<file path="config.mk">
export PLATFORM = sky130hd
export DESIGN_NAME = ifs_frame_slave
export DESIGN_NICKNAME = d
export VERILOG_FILES = /design/src/inc/ifs_pkg.sv /design/src/logic/ifs_frame_slave.sv
export VERILOG_INCLUDE_DIRS = /design/src /design/src/inc
export SDC_FILE = /design/constraint.sdc
export NUM_CORES = 1
export LEC_CHECK = 0
export BUFFER_PORTS_ARGS = -buffer_cell sky130_fd_sc_hd__buf_2
export CAP_MARGIN = 10
export CORE_ASPECT_RATIO = 2
export CORE_MARGIN = 4
export CORE_UTILIZATION = 50
export DETAILED_ROUTE_END_ITERATION = 8
export PLACE_DENSITY = 0.76
export SLEW_MARGIN = 0
export SYNTH_ARGS = -nofsm -noshare
export SYNTH_HDL_FRONTEND = slang
export SYNTH_SLANG_ARGS = --single-unit
</file>
<file path="constraint.sdc">
create_clock -name clk_in -period 14 [get_ports clk_in]
set_clock_uncertainty 0.05 [all_clocks]
set_input_delay 1.4 -clock clk_in [delete_from_list [all_inputs] [get_ports clk_in]]
set_output_delay 1.4 -clock clk_in [all_outputs]
set_load 0.01 [all_outputs]
</file>
<file path="src/inc/ifs_cfg.svh">
// Constants of the inter-chip serial link frame slave.
`ifndef IFS_CFG_SVH
`define IFS_CFG_SVH

`define IFS_FLAG       8'h7e
`define IFS_RES_VAL    2'h0
`define IFS_FILL       8'hff
`define IFS_MO_INQ     4'h0
`define IFS_MO_SYSCFG  4'h1
`define IFS_MO_PRD     4'h6
`define IFS_MO_PWR     4'h7
`define IFS_INQ_STATE  8'h00
`define IFS_INQ_LOAD   8'h01
`define IFS_CMD_BAUD   16'h0100
// Bit rate values are in units of 100 bit/s.
`define IFS_BAUD_DEF   16'h2710
`define IFS_BAUD_MIN   16'h003d
`define IFS_BAUD_MAX   16'hea60
`define IFS_CLK_HZ     27'h2625a00
`define IFS_RATE_MUL   26'h0000190
`define IFS_ERR_LIMIT  3'h3
`define IFS_CRC_POLY   8'h07
`define IFS_CRC_INIT   8'h00

`endif

</file>
<file path="src/inc/ifs_pkg.sv">
// Types of the inter-chip serial link frame slave.
package ifs_pkg;

  typedef struct packed {
    logic [1:0]      seq;
    logic [1:0]      res;
    logic [3:0]      mo;
    logic [3:0][7:0] data;
  } ifs_frame_t;

  typedef struct packed {
    logic [7:0]  app;
    logic [7:0]  idx;
    logic [15:0] val;
  } ifs_param_t;

  typedef struct packed {
    logic [15:0] cmd;
    logic [15:0] val;
  } ifs_syscfg_t;

  typedef enum logic [1:0] {
    IFS_R_IDLE,
    IFS_R_START,
    IFS_R_DATA,
    IFS_R_STOP
  } ifs_rx_st_t;

  typedef enum logic [1:0] {
    IFS_P_IDLE,
    IFS_P_PWAIT,
    IFS_P_SEND
  } ifs_proc_st_t;

endpackage : ifs_pkg

</file>
<file path="src/logic/ifs_frame_slave.sv">
// Slave end of the inter-chip serial link: framing, checks, dispatch, reply.
//
// Summary of operation
// - One master, one slave, point to point.
// - Slave only answers master command frames.
// - Config word three bits [2:0], any one set, enable link.
// - Rates 6.1 Kbps to 6 Mbps, 1 Mbps default.
// - Rate changeable at start-up or running.
// - Over three framing errors restore default rate.
// - Flag, seq, reserved, object, data, CRC, flag.
// - Sequence advances per frame, receiver checks it.
// - Wrong sequence: drop frame, no reply.
// - CRC covers object number and data bytes.
// - Bad CRC: drop frame silently, no reply.
// - Each good command gets exactly one reply.
// - Dispatch objects 0, 1, 6, 7; others reserved.
// - Object 0 uses data byte 0 only.
// - Inquiry 0: motor, PFC state, then 0xFF bytes.
// - Inquiry 1: execution time and processor load.
// - Parse once a whole frame is received.
// - Build reply and queue it for sending.
// - Inquiry 1 words are sent low byte first.
// - Object 1 echoes command and value words.
// - Rate change: object 1, command 0x0100, rate/100.
`include "ifs_cfg.svh"

module ifs_frame_slave
  import ifs_pkg::*;
(
  input  wire logic        clk_in,
  input  wire logic        reset_n_in,
  input  wire logic [2:0]  link_cfg_in,
  input  wire logic        rx_in,
  input  wire logic [7:0]  motor_state_in,
  input  wire logic [7:0]  pfc_state_in,
  input  wire logic [15:0] exec_time_in,
  input  wire logic [15:0] cpu_load_in,
  input  wire logic [15:0] param_rdata_in,
  output logic             tx_out,
  output logic [15:0]      baud_value_out,
  output logic             syscfg_stb_out,
  output ifs_syscfg_t      syscfg_out,
  output logic             param_rd_stb_out,
  output logic             param_wr_stb_out,
  output ifs_param_t       param_out
);

  // ----------------------------------------------------------------
  // Functions
  // ----------------------------------------------------------------
  function automatic logic [7:0] crc8_step(input logic [7:0] crc,
                                           input logic [7:0] din);
    logic [7:0] c;
    c = crc ^ din;
    for (int i = 0; i < 8; i++) begin
      c = c[7] ? ((c << 1) ^ `IFS_CRC_POLY) : (c << 1);
    end
    return c;
  endfunction : crc8_step

  // The CRC runs over the object number (low nibble) and the data bytes.
  function automatic logic [7:0] frame_crc(input logic [3:0]      mo,
                                           input logic [3:0][7:0] data);
    logic [7:0] c;
    c = crc8_step(`IFS_CRC_INIT, {4'h0, mo});
    for (int i = 0; i < 4; i++) begin
      c = crc8_step(c, data[i]);
    end
    return c;
  endfunction : frame_crc

  function automatic logic [7:0] reply_byte(input logic [2:0] idx,
                                            input ifs_frame_t f,
                                            input logic [7:0] crc);
    logic [7:0] b;
    b = `IFS_FLAG;
    unique case (idx)
      3'h0: b = `IFS_FLAG;
      3'h1: b = {f.seq, f.res, f.mo};
      3'h2: b = f.data[0];
      3'h3: b = f.data[1];
      3'h4: b = f.data[2];
      3'h5: b = f.data[3];
      3'h6: b = crc;
      3'h7: b = `IFS_FLAG;
    endcase
    return b;
  endfunction : reply_byte

  // ----------------------------------------------------------------
  // Link enable and bit rate ticks
  // ----------------------------------------------------------------
  logic        link_en;
  logic [15:0] baud_ff;
  logic [26:0] acc_ff;
  logic [26:0] nxt_acc;
  logic        tick;
  logic [2:0]  err_cnt_ff;
  logic        ferr_stb;
  logic        tx_done;
  logic [15:0] pend_baud_ff;
  logic        pend_ff;

  assign link_en = |link_cfg_in;

  // Fractional accumulator: four ticks per bit at baud_ff * 100 bit/s.
  assign nxt_acc = acc_ff + {1'b0, 26'(baud_ff * `IFS_RATE_MUL)};
  assign tick    = link_en && (nxt_acc >= `IFS_CLK_HZ);

  always_ff @(posedge clk_in or negedge reset_n_in) begin
    if (!reset_n_in) begin
      acc_ff <= 27'h0;
    end else if (!link_en) begin
      acc_ff <= 27'h0;
    end else if (tick) begin
      acc_ff <= nxt_acc - `IFS_CLK_HZ;
    end else begin
      acc_ff <= nxt_acc;
    end
  end

  always_ff @(posedge clk_in or negedge reset_n_in) begin
    if (!reset_n_in) begin
      baud_ff    <= `IFS_BAUD_DEF;
      err_cnt_ff <= 3'h0;
    end else if (ferr_stb && err_cnt_ff == `IFS_ERR_LIMIT) begin
      baud_ff    <= `IFS_BAUD_DEF;
      err_cnt_ff <= 3'h0;
    end else if (tx_done && pend_ff) begin
      baud_ff    <= pend_baud_ff;
      err_cnt_ff <= 3'h0;
    end else if (ferr_stb) begin
      err_cnt_ff <= err_cnt_ff + 3'h1;
    end
  end

  // ----------------------------------------------------------------
  // Byte receiver
  // ----------------------------------------------------------------
  ifs_rx_st_t rx_st_ff;
  logic [1:0] rx_ph_ff;
  logic [2:0] rx_bit_ff;
  logic [7:0] rx_sh_ff;
  logic       byte_stb_ff;
  logic       ferr_ff;
  logic       rx_prev_ff;

  assign ferr_stb = ferr_ff;

  always_ff @(posedge clk_in or negedge reset_n_in) begin
    if (!reset_n_in) begin
      rx_st_ff    <= IFS_R_IDLE;
      rx_ph_ff    <= 2'h0;
      rx_bit_ff   <= 3'h0;
      rx_sh_ff    <= 8'h00;
      byte_stb_ff <= 1'b0;
      ferr_ff     <= 1'b0;
      rx_prev_ff  <= 1'b1;
    end else begin
      byte_stb_ff <= 1'b0;
      ferr_ff     <= 1'b0;
      rx_prev_ff  <= rx_in;
      if (!link_en) begin
        rx_st_ff <= IFS_R_IDLE;
        rx_ph_ff <= 2'h0;
      end else begin
        unique case (rx_st_ff)
          IFS_R_IDLE: begin
            // A start needs a falling edge, so a low stop bit is no start.
            if (rx_prev_ff && !rx_in) begin
              rx_st_ff <= IFS_R_START;
              rx_ph_ff <= 2'h0;
            end
          end
          IFS_R_START: begin
            if (tick) begin
              if (rx_ph_ff == 2'h1) begin
                rx_st_ff  <= rx_in ? IFS_R_IDLE : IFS_R_DATA;
                rx_ph_ff  <= 2'h0;
                rx_bit_ff <= 3'h0;
              end else begin
                rx_ph_ff <= rx_ph_ff + 2'h1;
              end
            end
          end
          IFS_R_DATA: begin
            if (tick) begin
              rx_ph_ff <= rx_ph_ff + 2'h1;
              if (rx_ph_ff == 2'h3) begin
                rx_sh_ff  <= {rx_in, rx_sh_ff[7:1]};
                rx_bit_ff <= rx_bit_ff + 3'h1;
                if (rx_bit_ff == 3'h7) begin
                  rx_st_ff <= IFS_R_STOP;
                end
              end
            end
          end
          IFS_R_STOP: begin
            if (tick) begin
              rx_ph_ff <= rx_ph_ff + 2'h1;
              if (rx_ph_ff == 2'h3) begin
                byte_stb_ff <= rx_in;
                ferr_ff     <= !rx_in;
                rx_st_ff    <= IFS_R_IDLE;
              end
            end
          end
        endcase
      end
    end
  end

  // ----------------------------------------------------------------
  // Frame assembly
  // ----------------------------------------------------------------
  logic [3:0] fr_cnt_ff;
  logic [7:0] fr_buf_ff [0:5];
  logic       frame_rdy_ff;
  ifs_frame_t rx_frame;
  logic       crc_ok;

  assign rx_frame = {fr_buf_ff[0], fr_buf_ff[4], fr_buf_ff[3],
                     fr_buf_ff[2], fr_buf_ff[1]};
  assign crc_ok   = frame_crc(rx_frame.mo, rx_frame.data) == fr_buf_ff[5];

  always_ff @(posedge clk_in or negedge reset_n_in) begin
    if (!reset_n_in) begin
      fr_cnt_ff    <= 4'h0;
      frame_rdy_ff <= 1'b0;
      for (int i = 0; i < 6; i++) begin
        fr_buf_ff[i] <= 8'h00;
      end
    end else begin
      frame_rdy_ff <= 1'b0;
      if (!link_en) begin
        fr_cnt_ff <= 4'h0;
      end else if (byte_stb_ff) begin
        if (fr_cnt_ff == 4'h0) begin
          if (rx_sh_ff == `IFS_FLAG) begin
            fr_cnt_ff <= 4'h1;
          end
        end else if (fr_cnt_ff == 4'h7) begin
          // A closing flag may also open the next frame.
          frame_rdy_ff <= (rx_sh_ff == `IFS_FLAG);
          fr_cnt_ff    <= (rx_sh_ff == `IFS_FLAG) ? 4'h1 : 4'h0;
        end else if (fr_cnt_ff == 4'h1 && rx_sh_ff == `IFS_FLAG) begin
          fr_cnt_ff <= 4'h1;
        end else begin
          fr_buf_ff[3'(fr_cnt_ff - 4'h1)] <= rx_sh_ff;
          fr_cnt_ff <= fr_cnt_ff + 4'h1;
        end
      end
    end
  end

  // ----------------------------------------------------------------
  // Command check and dispatch
  // ----------------------------------------------------------------
  ifs_proc_st_t p_st_ff;
  ifs_frame_t   resp_ff;
  logic [1:0]   exp_seq_ff;
  logic         seq_known_ff;
  logic         seq_ok;
  logic         accept;

  assign seq_ok = !seq_known_ff || (rx_frame.seq == exp_seq_ff);
  // Reserved bits are not looked at.
  assign accept = frame_rdy_ff && p_st_ff == IFS_P_IDLE && crc_ok
                  && seq_ok;

  always_ff @(posedge clk_in or negedge reset_n_in) begin
    if (!reset_n_in) begin
      exp_seq_ff   <= 2'h0;
      seq_known_ff <= 1'b0;
    end else if (accept) begin
      exp_seq_ff   <= rx_frame.seq + 2'h1;
      seq_known_ff <= 1'b1;
    end
  end

  always_ff @(posedge clk_in or negedge reset_n_in) begin
    if (!reset_n_in) begin
      p_st_ff          <= IFS_P_IDLE;
      resp_ff          <= '0;
      pend_ff          <= 1'b0;
      pend_baud_ff     <= `IFS_BAUD_DEF;
      syscfg_stb_out   <= 1'b0;
      syscfg_out       <= '0;
      param_rd_stb_out <= 1'b0;
      param_wr_stb_out <= 1'b0;
      param_out        <= '0;
    end else begin
      syscfg_stb_out   <= 1'b0;
      param_rd_stb_out <= 1'b0;
      param_wr_stb_out <= 1'b0;
      unique case (p_st_ff)
        IFS_P_IDLE: begin
          if (accept) begin
            p_st_ff      <= IFS_P_SEND;
            resp_ff      <= rx_frame;
            resp_ff.res  <= `IFS_RES_VAL;
            unique case (rx_frame.mo)
              `IFS_MO_INQ: begin
                if (rx_frame.data[0] == `IFS_INQ_STATE) begin
                  resp_ff.data <= {`IFS_FILL, `IFS_FILL,
                                   pfc_state_in, motor_state_in};
                end else if (rx_frame.data[0] == `IFS_INQ_LOAD) begin
                  resp_ff.data <= {cpu_load_in,
                                   exec_time_in};
                end
              end
              `IFS_MO_SYSCFG: begin
                syscfg_stb_out <= 1'b1;
                syscfg_out     <= {rx_frame.data[1], rx_frame.data[0],
                                   rx_frame.data[3], rx_frame.data[2]};
                if ({rx_frame.data[1], rx_frame.data[0]} == `IFS_CMD_BAUD
                    && {rx_frame.data[3], rx_frame.data[2]}
                       >= `IFS_BAUD_MIN
                    && {rx_frame.data[3], rx_frame.data[2]}
                       <= `IFS_BAUD_MAX) begin
                  pend_ff      <= 1'b1;
                  pend_baud_ff <= {rx_frame.data[3], rx_frame.data[2]};
                end
              end
              `IFS_MO_PRD: begin
                param_rd_stb_out <= 1'b1;
                param_out        <= {rx_frame.data[0], rx_frame.data[1],
                                     16'h0000};
                p_st_ff          <= IFS_P_PWAIT;
              end
              `IFS_MO_PWR: begin
                param_wr_stb_out <= 1'b1;
                param_out        <= {rx_frame.data[0], rx_frame.data[1],
                                     rx_frame.data[3], rx_frame.data[2]};
              end
              default: begin
              end
            endcase
          end
        end
        IFS_P_PWAIT: begin
          resp_ff.data[3] <= param_rdata_in[15:8];
          resp_ff.data[2] <= param_rdata_in[7:0];
          p_st_ff         <= IFS_P_SEND;
        end
        IFS_P_SEND: begin
          if (tx_done) begin
            p_st_ff <= IFS_P_IDLE;
            pend_ff <= 1'b0;
          end
        end
        default: begin
          p_st_ff <= IFS_P_IDLE;
        end
      endcase
    end
  end

  // ----------------------------------------------------------------
  // Reply transmitter
  // ----------------------------------------------------------------
  logic [2:0] tx_byte_ff;
  logic [3:0] tx_bit_ff;
  logic [1:0] tx_ph_ff;
  logic       tx_ff;
  logic [7:0] cur_byte;
  logic       nxt_tx;

  assign cur_byte = reply_byte(tx_byte_ff, resp_ff,
                               frame_crc(resp_ff.mo, resp_ff.data));
  assign tx_done  = p_st_ff == IFS_P_SEND && tick && tx_ph_ff == 2'h3
                    && tx_bit_ff == 4'h9 && tx_byte_ff == 3'h7;

  always_comb begin
    nxt_tx = 1'b1;
    if (tx_bit_ff == 4'h0) begin
      nxt_tx = 1'b0;
    end else if (tx_bit_ff <= 4'h8) begin
      nxt_tx = cur_byte[3'(tx_bit_ff - 4'h1)];
    end
  end

  always_ff @(posedge clk_in or negedge reset_n_in) begin
    if (!reset_n_in) begin
      tx_byte_ff <= 3'h0;
      tx_bit_ff  <= 4'h0;
      tx_ph_ff   <= 2'h0;
      tx_ff      <= 1'b1;
    end else if (p_st_ff != IFS_P_SEND || !link_en) begin
      tx_byte_ff <= 3'h0;
      tx_bit_ff  <= 4'h0;
      tx_ph_ff   <= 2'h0;
      tx_ff      <= 1'b1;
    end else begin
      tx_ff <= nxt_tx;
      if (tick) begin
        tx_ph_ff <= tx_ph_ff + 2'h1;
        if (tx_ph_ff == 2'h3) begin
          if (tx_bit_ff == 4'h9) begin
            tx_bit_ff  <= 4'h0;
            tx_byte_ff <= tx_byte_ff + 3'h1;
          end else begin
            tx_bit_ff <= tx_bit_ff + 4'h1;
          end
        end
      end
    end
  end

  assign tx_out         = tx_ff;
  assign baud_value_out = baud_ff;
endmodule : ifs_frame_slave

</file>
# After elaboration in Yosys (flattened, before gate mapping)
# Index checks and enable logic that the tools add are counted.
# classes
add_sub_neg,12
n_mul,1
n_lt_le_gt_ge,7
eq_ne,48
muxes,163
n_bitwise,82
reduce_logical,54
# op_table
operator,count
3-bit two-way mux,83
3-bit NOT,70
32-bit two-way mux,4
32-bit one-hot mux with 2 select lines,1
8-bit one-hot mux with 7 select lines,1
27-bit two-way mux,2
48-bit bitwise mux,1
8-bit bitwise XOR,6
2-bit two-way mux,20
4-bit two-way mux,10
16-bit two-way mux,2
16-bit one-hot mux with 2 select lines,1
1-bit two-way mux,30
27-bit by 25-bit adder with 27-bit output,1
"27-bit by 26-bit greater-or-equal comparator with 1-bit output, second input constant",1
"27-bit by 26-bit subtractor with 27-bit output, second input constant",1
8-bit demux with 3-bit select,1
"3-bit != test, second input constant",8
"16-bit by 5-bit multiplier with 21-bit output, second input constant",1
"16-bit by 9-bit equality test with 1-bit output, second input constant",1
"16-bit by 6-bit greater-or-equal comparator with 1-bit output, second input constant",1
"16-bit less-or-equal comparator, second input constant",1
2-bit nonzero test,8
6-bit by 8-bit bitwise XOR with 8-bit output,2
other kinds (47),110
# word_totals
ff_bits,254
in_bits,70
out_inout_bits,84
word_cells,408

# Depth between registers and ports, before layout
# Gate-level depths: netlist (run 1).
# depth
word_depth,81
ltp_mapped,30
mapped_depth_nobuf,28

# Worst setup path before layout (run 1)
# Ideal clock, no wire load.
# synth_path
path_type,register to register
startpoint,register baud_ff[1] (netlist: baud_value_out[1])
endpoint,register baud_ff[11] (netlist: baud_value_out[11])
setup_time_ns,0.128
arrival_time_ns,6.396
t_required_ns,13.822
slack_ns,7.426
stages_incl_launch_ff,30
path_buffers,3
synth_period_minus_slack_ns,6.574
cell_sequence,dfrtp_1 -> ha_1 -> ha_1 -> ha_1 -> ha_1 -> a21o_1 -> a21oi_1 -> o21bai_1 -> a21oi_1 -> o21bai_1 -> a21oi_1 -> o21bai_1 -> a21oi_1 -> o21ai_0 -> a21o_1 -> a21oi_1 -> xnor2_1 -> ha_1 -> clkbuf_1 -> nand2_1 -> nor2b_1 -> and2_1 -> a31oi_1 -> o311ai_0 -> o2111ai_1 -> a21boi_1 -> and2_1 -> buf_2 -> buf_2 -> o21ai_0
# synth_via
elab_chain_cells,10
# synth_lines
item,line_no,text
from (decl),ifs_frame_slave.sv:94,logic [15:0] baud_ff;
from (signal assigned),ifs_frame_slave.sv:124,baud_ff <= `IFS_BAUD_DEF;
from (signal assigned),ifs_frame_slave.sv:127,baud_ff <= `IFS_BAUD_DEF;
from (signal assigned),ifs_frame_slave.sv:130,baud_ff <= pend_baud_ff;
16-bit by 5-bit multiplier with 21-bit output (no line),--,
27-bit by 25-bit adder with 27-bit output,ifs_frame_slave.sv:107,"assign nxt_acc = acc_ff + {1'b0, 26'(baud_ff * `IFS_RATE_MUL)};"
27-bit by 26-bit greater-or-equal comparator with 1-bit output (no line),--,
1-bit logical AND,ifs_frame_slave.sv:108,assign tick = link_en && (nxt_acc >= `IFS_CLK_HZ);
1-bit logical AND (2 in a row),ifs_frame_slave.sv:371,assign tx_done = p_st_ff == IFS_P_SEND && tick && tx_ph_ff == 2'h3
1-bit logical AND (2 in a row),ifs_frame_slave.sv:372,&& tx_bit_ff == 4'h9 && tx_byte_ff == 3'h7;
1-bit logical AND,ifs_frame_slave.sv:129,end else if (tx_done && pend_ff) begin
2-bit nonzero test (no line),--,
# Every way passes these cells.
# A chain may end at the register's enable or synchronous reset.

# Worst setup path after layout (run 1)
# layout_path
startpoint,register baud_ff[1] (netlist: baud_value_out[1])
endpoint,register baud_ff[2] (netlist: baud_value_out[2])
# The elaborated chain is that of the path after synthesis.

==> out/qor.yml, run 1 <==
synthesis:
  synthTopCellsByArea: "dfrtp_1 (36%), ha_1 (7.9%), mux2_2 (7.4%), xnor2_1 (6.8%), xnor3_1 (4.0%)"
  synth_top_area_share_pct: 36.3
  syn_inst: 1573
  synth.distinct_cells: 78
  ys_seq_area_share_pct: 38.3
  ys_seq_elements: 248
  avgSynthCellArea_um2: 10.3
  synth_ff_type: "dfrtp_1"
  synth-async-reset-ratio_pct: 100
  yosysTopAreaCell: "dfrtp_1"
  synth_nets: 1758
  synth_edf_count: 0
  syn_area_um2: 16300
  ys.warnings.count: 0
global_route:
  overflow: 0
  grt_use_total_pct: 26.2
  grt_max_degree: 100
  grt_pass1_wl_mm: 73.3
  antenna_found_initial: 4
  grt_pass1_vias: 13300
sta:
  finalCritPeriodShare_pct: 61.9
  final-setup-viol-count: 0
  whs_ps: 409
  slew_headroom_pct: 22.8
  tightest_slew_ps: 1140
  rsz0062_at_grt: "false"
  finalSetupTns_ps: 0
  drv_slew: 0
  final_hold_viol_count: 0
  period_minus_slack_ps: 8670
  clock.fmax_ghz: 0.115
cells_and_area:
  multiInputGateArea_um2: 9320
  final_util_pct: 56.7
  final_cells: 2137
  layout_common_cells: "dfrtp_1 (236), buf_2 (152), xnor2_1 (126), mux2_2 (107), inv_1 (104)"
  mostFrequentLayoutCell: "dfrtp_1"
  final_layout_size_suffix_gt1_share_pct: 21.3
  syn_to_final_growth_pct: 12.1
  nNetsFinal: 1874
  fillerInstances: 2819
  regArea_um2: 6220
hold_path:
  hold_path_depth: 1
  hold_start: "seq_known_ff$_DFFE_PN0P_"
  hold_path.class: "reg2reg"
  holdPathEnd: "seq_known_ff$_DFFE_PN0P_"
power_and_ir_drop:
  p_per_area_nw_per_um2: 136
  leakage_nw: 8.94
  clkPwrFrac_pct: 27.9
  seq_power_share_pct: 32.7
  ir_drop_uv: 91.0
  power_switching_uw: 917
  internal_power_mw: 1.55
  power.total_mw: 2.47
  p_comb_share_pct: 39.4
  switching_share_pct: 37.1
critical_path:
  worstPathArrival_ps: 8990
  crit_top_cell: "a21oi_1"
  slowest_stage: "o311ai_0"
  crit_fanout: 24
  crit_path_end_kind: "flip-flop"
  slowest_delay_ps: 970
  crit_required_ps: 14320
  r2r-end: "baud_value_out[2]$_DFFE_PN0P_"
  r2r_setup_slack_ps: 5330
  crit-reg2reg-launch: "baud_value_out[1]$_DFFE_PN0P_"
  reg2reg_depth: 27
  crit_path_start_kind: "flip-flop"
  worst-setup-path-type: "reg2reg"
clock_tree:
  insertion_delay_ps: 540
  numCtsBuffers: 24
  cts_tree: "built"
  cts_buffer_depth: 3
  clk_pin_slew_worst_paths_ps: 60
  numClockSinks: 248
  cts-root-buf: "clkbuf_16"
  cts_setup_buffers: 0
  cts_resized: 0
  hold_buffers: 0
  cts_max_level: 1
floorplanning:
  die_h_um: 263
  rows: 93
  core_area_um2: 32100
  start_util_pct: 50.6
  chipWidth_um: 135
  boundaryPins: 154
  dieArea_um2: 35600
routing:
  drt_iter0_markers: 869
  vias: 12700
  ant_nets: 0
  wl_per_cell_um: 21.9
  drc: 0
  vias_per_cell: 5.92
  wl_mm: 46.7
  drtPass1Iterations: 5
placement:
  dp_hpwl_mm: 35.4
  dp_cells: 2088
  place_congestion: 0.959
  port_buffers: 153
job:
  maxCapViolations: 0
run_status:
  run_status: "completed"
registers in the layout, indices dropped and copies added, names as in the netlist, 4 cells and up:
register	count
acc_ff	23
baud_value_out	16
fr_buf_ff	46
fr_cnt_ff	4
param_out	32
pend_baud_ff	16
resp_ff	38
rx_sh_ff	8
syscfg_out	32
tx_bit_ff	4
metrics by stage:
step	setup slack, ps	instance area, µm²
floorplan	7430	16300
global placement	5480	17400
detailed placement	5050	17400
CTS	5010	18200
global route	4710	18200
finish	5330	18200
cell families (layout without fill, tap and decap cells):
group | count (synthesis) | after routing | share of synthesized area, %
compound gates | 343 | 343 | 14.6
simple gates | 336 | 336 | 9.88
flops | 248 | 248 | 38.3
xor+xnor | 204 | 204 | 13.6
buf+inv | 186 | 320 | 4.47
mux | 141 | 141 | 9.78
fa+ha+maj | 115 | 115 | 9.41
other cells | 0 | 3 | 0
cell usage after synthesis, drive strengths merged (13+ instances only):
cell type / instances
clkbuf: 62
xnor3: 29
ha: 103
a31oi: 23
a211oi: 13
buf: 19
nand3: 23
inv: 104
a21oi: 76
dfrtp: 236
xor2: 47
mux2: 116
nor3: 18
nand4: 19
xnor2: 126
a21o: 18
nand2: 99
o21ai: 66
a311o: 19
nor2: 100
a22o: 21
mux2i: 25
and2: 13
critical path, delay by kind of cell (launching register included):
kind            cells  cell delay [ps]
simple gates        4             1140
xor+xnor            1               90
buf+inv             1              310
compound gates     16             4660
flops               1              470
fa+ha+maj           5             1820
power groups by stage:
stage	Combinational [mW]	Sequential, mW	Clock [mW]
finish	0.973	0.808	0.689
global route	1.07	0.812	0.732
CTS	0.956	0.807	0.698
detailed placement	0.948	0.821	0
global placement	0.927	0.819	0
floorplan	0.733	0.805	0
layer usage:
layer  wire [µm]  global-route usage [%]
met1       16500                    27.9
met3        1630                    2.83
met5          15                       0
met4        3580                    17.6
met2       24900                    47.7
cell type report:
cell class,instances,area share (%)
multi-input combinational,1139,51.2
sequential,248,34.2
timing repair buffer,171,5.00
clock buffer,30,3.65
tap,427,2.93
inverter,105,2.17
clock inverter,14,0.879
antenna,3,0.0412
worst max-delay path by stage:
stage,startpoint,end,slack (ps),depth (start not counted)
after detailed placement,baud_value_out[1]$_DFFE_PN0P_,baud_value_out[2]$_DFFE_PN0P_,5050,26
final,baud_value_out[1]$_DFFE_PN0P_,baud_value_out[2]$_DFFE_PN0P_,5330,27
after global routing,baud_value_out[1]$_DFFE_PN0P_,baud_value_out[1]$_DFFE_PN0P_,4710,27
after global placement,baud_value_out[1]$_DFFE_PN0P_,baud_value_out[1]$_DFFE_PN0P_,5480,26
after floorplan,baud_value_out[1]$_DFFE_PN0P_,baud_value_out[11]$_DFFE_PN0P_,7430,29
after CTS,baud_value_out[1]$_DFFE_PN0P_,baud_value_out[2]$_DFFE_PN0P_,5010,26
(Power assumes the default switching activity.)
==> run 2, diff against run 1 <==
==> constraint.sdc (replaced) <==
create_clock -name clk_in -period 8.4 [get_ports clk_in]
set_clock_uncertainty 0.05 [all_clocks]
set_input_delay 0.84 -clock clk_in [delete_from_list [all_inputs] [get_ports clk_in]]
set_output_delay 0.84 -clock clk_in [all_outputs]
set_load 0.01 [all_outputs]
==> run 2 against run 1 <==
Net effect:
- design area up 0.12%
- worst setup slack worse by 4700 ps
- critical path depth unchanged
- cell count hardly changed
- first-iteration DRC count is 18% lower
- sequential power rose by 67%
- flip-flop and latch count stayed put
- sequential share of layout area about the same
- clock-buffer cell count rose by 3
==> out/qor.yml, run 2 (synthesis results as in run 1) <==
clock_tree:
  insertion_delay_ps: 540
  clk_pin_slew_worst_paths_ps: 70
  numCtsBuffers: 23
  cts_max_level: 1
  cts_setup_buffers: 0
  cts-root-buf: "clkbuf_16"
  numClockSinks: 248
  cts_buffer_depth: 3
  cts_tree: "built"
cells_and_area:
  multiInputGateArea_um2: 9320
  nNetsFinal: 1876
  mostFrequentLayoutCell: "dfrtp_1"
  final_util_pct: 56.8
  fillerInstances: 2795
  layout_common_cells: "dfrtp_1 (236), buf_2 (152), xnor2_1 (126), mux2_2 (107), inv_1 (104)"
  regArea_um2: 6220
  final_layout_size_suffix_gt1_share_pct: 21.3
  largest-register: "fr_buf_ff"
  reg.largest.list: "fr_buf_ff x46, resp_ff x38"
  syn_to_final_growth_pct: 12.2
  final_area_um2: 18200
  largest_reg_flops: 46
global_route:
  overflow: 0
  antenna_found_initial: 4
  grt_pass1_vias: 13100
  grt_max_degree: 107
  grt_pass1_wl_mm: 73.3
  grt_use_total_pct: 26.4
critical_path:
  worst-setup-path-type: "reg2reg"
  crit_path_end_kind: "flip-flop"
  reg2reg_depth: 27
  worstPathArrival_ps: 8110
  crit_fanout: 17
  crit_required_ps: 8770
  crit_path_start_kind: "flip-flop"
floorplanning:
  rows: 93
  core_area_um2: 32100
  start_util_pct: 50.6
  chipWidth_um: 135
  die_h_um: 263
  boundaryPins: 154
  dieArea_um2: 35600
routing:
  vias_per_cell: 5.92
  drc: 0
  drtPass1Iterations: 7
  wl_mm: 46.8
  ant_nets: 0
  drt_iter0_markers: 713
  vias: 12700
  wl_per_cell_um: 21.9
power_and_ir_drop:
  internal_power_mw: 2.63
  ir_drop_uv: 146
  power_switching_mw: 1.52
  p_per_area_nw_per_um2: 227
  leakage_nw: 8.95
  clkPwrFrac_pct: 27.8
  switching_share_pct: 36.6
  p_comb_share_pct: 39.7
  seq_power_share_pct: 32.6
placement:
  dp_hpwl_mm: 35.8
  port_buffers: 153
  place_congestion: 0.982
  dpl-instance-area_um2: 17400
sta:
  clock.fmax_ghz: 0.129
  whs_ps: 275
  final-setup-viol-count: 0
  finalCritPeriodShare_pct: 92.2
  final_hold_viol_count: 0
  slew_headroom_pct: 23.6
  drv_slew: 0
  period_minus_slack_ps: 7740
  finalSetupTns_ps: 0
  tightest_slew_ps: 1150
  rsz0062_at_grt: "false"
run_status:
  run_status: "completed"
hold_path:
  hold_path.class: "in2async"
job:
  maxCapViolations: 0
run 2: layer usage:
| layer | wire [µm] | track usage [%] | share of wire [%] | vias to the layer above |
|---|---|---|---|---|
| li1 | - | - | - | 5807 |
| met2 | 25300 | 48.5 | 54 | 401 |
| met3 | 1680 | 2.60 | 3.6 | 165 |
| met4 | 3740 | 18.1 | 8.0 | 0 |
| met1 | 16100 | 27.7 | 34 | 6280 |
| met5 | 0 | 0 | 0 | - |
run 2: worst paths after layout:
check                           slack (ps)                    endpoint                           from
worst max-delay path                   660     rx_sh_ff[5]$_DFFE_PN0P_  baud_value_out[1]$_DFFE_PN0P_
worst max register to register         660     rx_sh_ff[5]$_DFFE_PN0P_  baud_value_out[1]$_DFFE_PN0P_
min in group clk_in                    420        rx_prev_ff$_DFF_PN1_                          rx_in
max in group asynchronous             6520  syscfg_out[18]$_DFFE_PN0P_                     reset_n_in
worst min register to register         430   param_out[30]$_DFFE_PN0P_      param_out[30]$_DFFE_PN0P_
worst min-delay path                   280   param_out[10]$_DFFE_PN0P_                     reset_n_in
run 2: repair_timing:
action / CTS / global route
endpoints found under the setup margin: 0 / 30
resized for setup: 0 / 2
hold buffers: 0 / 0
run 2: power by group through the flow:
stage / clock [mW] / combinational (mW) / sequential [mW]
after global placement: 0 / 1.59 / 1.37
after floorplan: 0 / 1.22 / 1.34
final: 1.15 / 1.64 / 1.35
after detailed placement: 0 / 1.61 / 1.37
after global routing: 1.22 / 1.79 / 1.35
after CTS: 1.17 / 1.62 / 1.35
run 2: critical path, cell delays in order (launching register included):
cell and delay, ps:
dfrtp_1 470, ha_1 330, ha_1 300, ha_1 320, fa_1 470, a21o_1 190, a21oi_1 220, o21bai_1 90
a21oi_1 230, o21bai_1 100, a21oi_1 320, o21bai_1 110, a21oi_1 230, o21ai_0 240, a21o_1 230, a21oi_1 170
xnor2_1 140, ha_1 300, a21oi_1 270, o21ai_0 160, a21o_1 210, a31oi_1 190, o311ai_1 240, a211oi_2 940
nand2_1 110, buf_4 240, nand4_1 360, mux2_2 390
run 2: layout make-up:
class | instances | share of cell area (%)
Sequential cell | 248 | 34.1
Tap cell | 427 | 2.93
Clock inverter | 8 | 0.810
Clock buffer | 33 | 3.69
Inverter | 105 | 2.17
Antenna cell | 4 | 0.0549
Timing Repair Buffer | 174 | 5.12
Multi-Input combinational cell | 1139 | 51.1
run 2: metrics by stage:
stage,power [mW],cells,worst slack (ps)
2_1_floorplan,2.56,1573,1830
3_3_place_gp,2.95,2093,691
3_5_place_dp,2.98,2093,414
4_1_cts,4.14,2134,372
5_1_grt,4.36,2138,135
6_report,4.14,2138,656
==> run 3, diff against run 2 <==
--- a/config.mk
+++ b/config.mk
@@ -6,12 +6,14 @@
 export SDC_FILE = /design/constraint.sdc
 export NUM_CORES = 1
 export LEC_CHECK = 0
+export ABC_AREA = 1
 export BUFFER_PORTS_ARGS = -buffer_cell sky130_fd_sc_hd__buf_2
-export CAP_MARGIN = 10
+export CAP_MARGIN = 25
 export CORE_ASPECT_RATIO = 2
 export CORE_MARGIN = 4
 export CORE_UTILIZATION = 50
 export DETAILED_ROUTE_END_ITERATION = 8
+export GPL_ROUTABILITY_DRIVEN = 1
 export PLACE_DENSITY = 0.76
 export SLEW_MARGIN = 0
 export SYNTH_ARGS = -nofsm -noshare
==> run 3 against run 2 <==
Net effect:
- global-route usage rose by 2.7 points
- cell count rose by 45%
- sequential share of layout area fell by 2.2 points
- register-to-register slack improved by 90 ps
- utilization fell by 0.067 points
- worst hold slack got worse by 110 ps
- area after synthesis rose by 7.3%
- synthesized cell count rose by 60%
- critical path depth rose by 12
- combinational power fell by 27%
- flip-flop and latch count did not move
- via count rose by 36%
- largest power group is now sequential cells
==> out/qor.yml, run 3 <==
sta:
  finalSetupTns_ps: 0
  clock.fmax_ghz: 0.131
  period_minus_slack_ps: 7650
  tightest_slew_ps: 1040
  whs_ps: 164
  drv_slew: 0
  finalCritPeriodShare_pct: 91.1
  final-setup-viol-count: 0
  slew_headroom_pct: 30.9
  rsz0062_at_grt: "false"
  final_hold_viol_count: 0
critical_path:
  r2r-end: "baud_value_out[5]$_DFFE_PN0P_"
  worst-setup-path-type: "reg2reg"
  crit-reg2reg-launch: "baud_value_out[2]$_DFFE_PN0P_"
  crit_top_cell: "nand2_1"
  crit_path_start_kind: "flip-flop"
  slowest_stage: "nor2_1"
  crit_required_ps: 8860
  crit_fanout: 12
  crit_path_end_kind: "flip-flop"
  slowest_delay_ps: 620
  worstPathArrival_ps: 8110
  r2r_setup_slack_ps: 750
  reg2reg_depth: 39
cells_and_area:
  mostFrequentLayoutCell: "nand2_1"
  diodes: 0
  reg.largest.list: "fr_buf_ff x46, resp_ff x38"
  nNetsFinal: 2820
  largest-register: "fr_buf_ff"
  final_layout_size_suffix_gt1_share_pct: 10.4
  syn_to_final_growth_pct: 11.7
  largest_reg_flops: 46
  final_cells: 3094
  layout_common_cells: "nand2_1 (958), inv_1 (281), nand3_1 (243), dfrtp_1 (236), buf_2 (152)"
synthesis:
  synth_most_common_cell: "nand2_1"
  synthTopCellsByArea: "dfrtp_1 (34%), nand2_1 (21%), ha_1 (7.4%), nand3_1 (7.0%), inv_1 (6.0%)"
  synth.distinct_cells: 52
  avgSynthCellArea_um2: 6.94
  syn_area_um2: 17400
  synth_top_area_share_pct: 33.8
  syn_inst: 2515
  yosysTopAreaCell: "dfrtp_1"
  ys.warnings.count: 0
  ys_seq_elements: 248
  synth-async-reset-ratio_pct: 100
  synth_common_cells: "nand2_1 (958), inv_1 (281), nand3_1 (243)"
  synth_edf_count: 0
  ys_seq_area_share_pct: 35.7
  synth_nets: 2700
  synth_ff_type: "dfrtp_1"
clock_tree:
  insertion_delay_ps: 570
  numClockSinks: 248
  cts_buffer_depth: 3
  numCtsBuffers: 24
  cts_max_level: 1
  cts-root-buf: "clkbuf_16"
  cts_tree: "built"
  clk_pin_slew_worst_paths_ps: 70
placement:
  port_buffers: 153
  dp_hpwl_mm: 44.5
  dp_cells: 3049
  place_congestion: 1.01
floorplanning:
  rows: 96
  start_util_pct: 50.8
  chipWidth_um: 140
  die_h_um: 272
  dieArea_um2: 38100
  core_area_um2: 34400
  boundaryPins: 154
global_route:
  grt_pass1_vias: 16800
  overflow: 0
  antenna_found_initial: 0
  grt_max_degree: 183
  grt_pass1_wl_mm: 88.1
  grt_use_total_pct: 29.1
routing:
  vias_per_cell: 5.55
  wl_mm: 56.8
  drt_iter0_markers: 1029
  drc: 0
  ant_nets: 0
  wl_per_cell_um: 18.3
  drtPass1Iterations: 5
  vias: 17200
power_and_ir_drop:
  ir_drop_uv: 175
  p_per_area_nw_per_um2: 197
  leakage_nw: 11.1
run_status:
  run_status: "completed"
job:
  maxCapViolations: 0
hold_path:
  hold_path.class: "in2async"
run 3: what timing repair did:
action / 4_1_cts / 5_1_grt
resized for setup: 0 / 0
hold buffers: 0 / 0
hold endpoints to repair: 0 / 0
endpoints found under the setup margin: 0 / 6
setup buffers: 0 / 1
run 3: per-stage QoR:
stage	power [mW]	worst slack (ps)	utilization, %	instance area, µm²
after floorplan	2.21	1930	-	17400
after global placement	2.52	1070	54.0	18500
after detailed placement	2.55	715	54.0	18500
after CTS	3.85	636	56.7	19500
after global routing	4.06	1.81	56.7	19500
final	3.84	745	56.7	19500
run 3: how the worst max path moves through the flow:
| stage | start | to | slack (ps) | cells past startpoint |
|---|---|---|---|---|
| after global routing | baud_value_out[2]$_DFFE_PN0P_ | baud_value_out[5]$_DFFE_PN0P_ | 2 | 39 |
| final | baud_value_out[2]$_DFFE_PN0P_ | baud_value_out[5]$_DFFE_PN0P_ | 750 | 39 |
| after detailed placement | baud_value_out[2]$_DFFE_PN0P_ | rx_sh_ff[7]$_DFFE_PN0P_ | 710 | 38 |
| after global placement | baud_value_out[2]$_DFFE_PN0P_ | rx_sh_ff[0]$_DFFE_PN0P_ | 1070 | 38 |
| after floorplan | baud_value_out[2]$_DFFE_PN0P_ | baud_value_out[1]$_DFFE_PN0P_ | 1930 | 40 |
| after CTS | baud_value_out[2]$_DFFE_PN0P_ | rx_sh_ff[7]$_DFFE_PN0P_ | 640 | 38 |
run 3: layout make-up:
| cell class | instances | area, µm² |
|---|---|---|
| fillers | 3345 | 14900 |
| multi-input cells | 1899 | 9790 |
| flip-flops and latches | 248 | 6220 |
| inverters | 299 | 1120 |
| repair buffers | 163 | 863 |
| clock buffers | 29 | 639 |
| well taps | 441 | 552 |
| clock inverters | 15 | 297 |
run 3: metal layers:
metal	global-route usage, %	part of all wire, %	routed length, µm	vias up
li1	-	-	-	8346
met1	30.7	35	19900	8022
met2	53.8	52	29800	581
met3	2.64	4.2	2410	222
met4	20.1	8.3	4690	0
met5	0	0	0	-
run 3: critical path: cells and delay by family, from the launching register on:
kind,cells,cell delay (ps)
simple gates,21,3550
buf+inv,1,70
compound gates,10,1360
xor+xnor,2,250
fa+ha+maj,5,1830
flops,1,430
run 3: logic make-up (layout without fill, tap and decap cells):
group,after synthesis,in the layout,synth area share (%)
flops,248,248,35.7
buf+inv,368,506,8.31
simple gates,1391,1391,33.3
fa+ha+maj,115,115,8.76
compound gates,321,321,10.3
xor+xnor,72,72,3.66
run 3: where the power goes:
group / switching [mW] / internal (mW)
combinational: 0.802 / 0.403
clock: 0.517 / 0.770
sequential: 0.0685 / 1.28
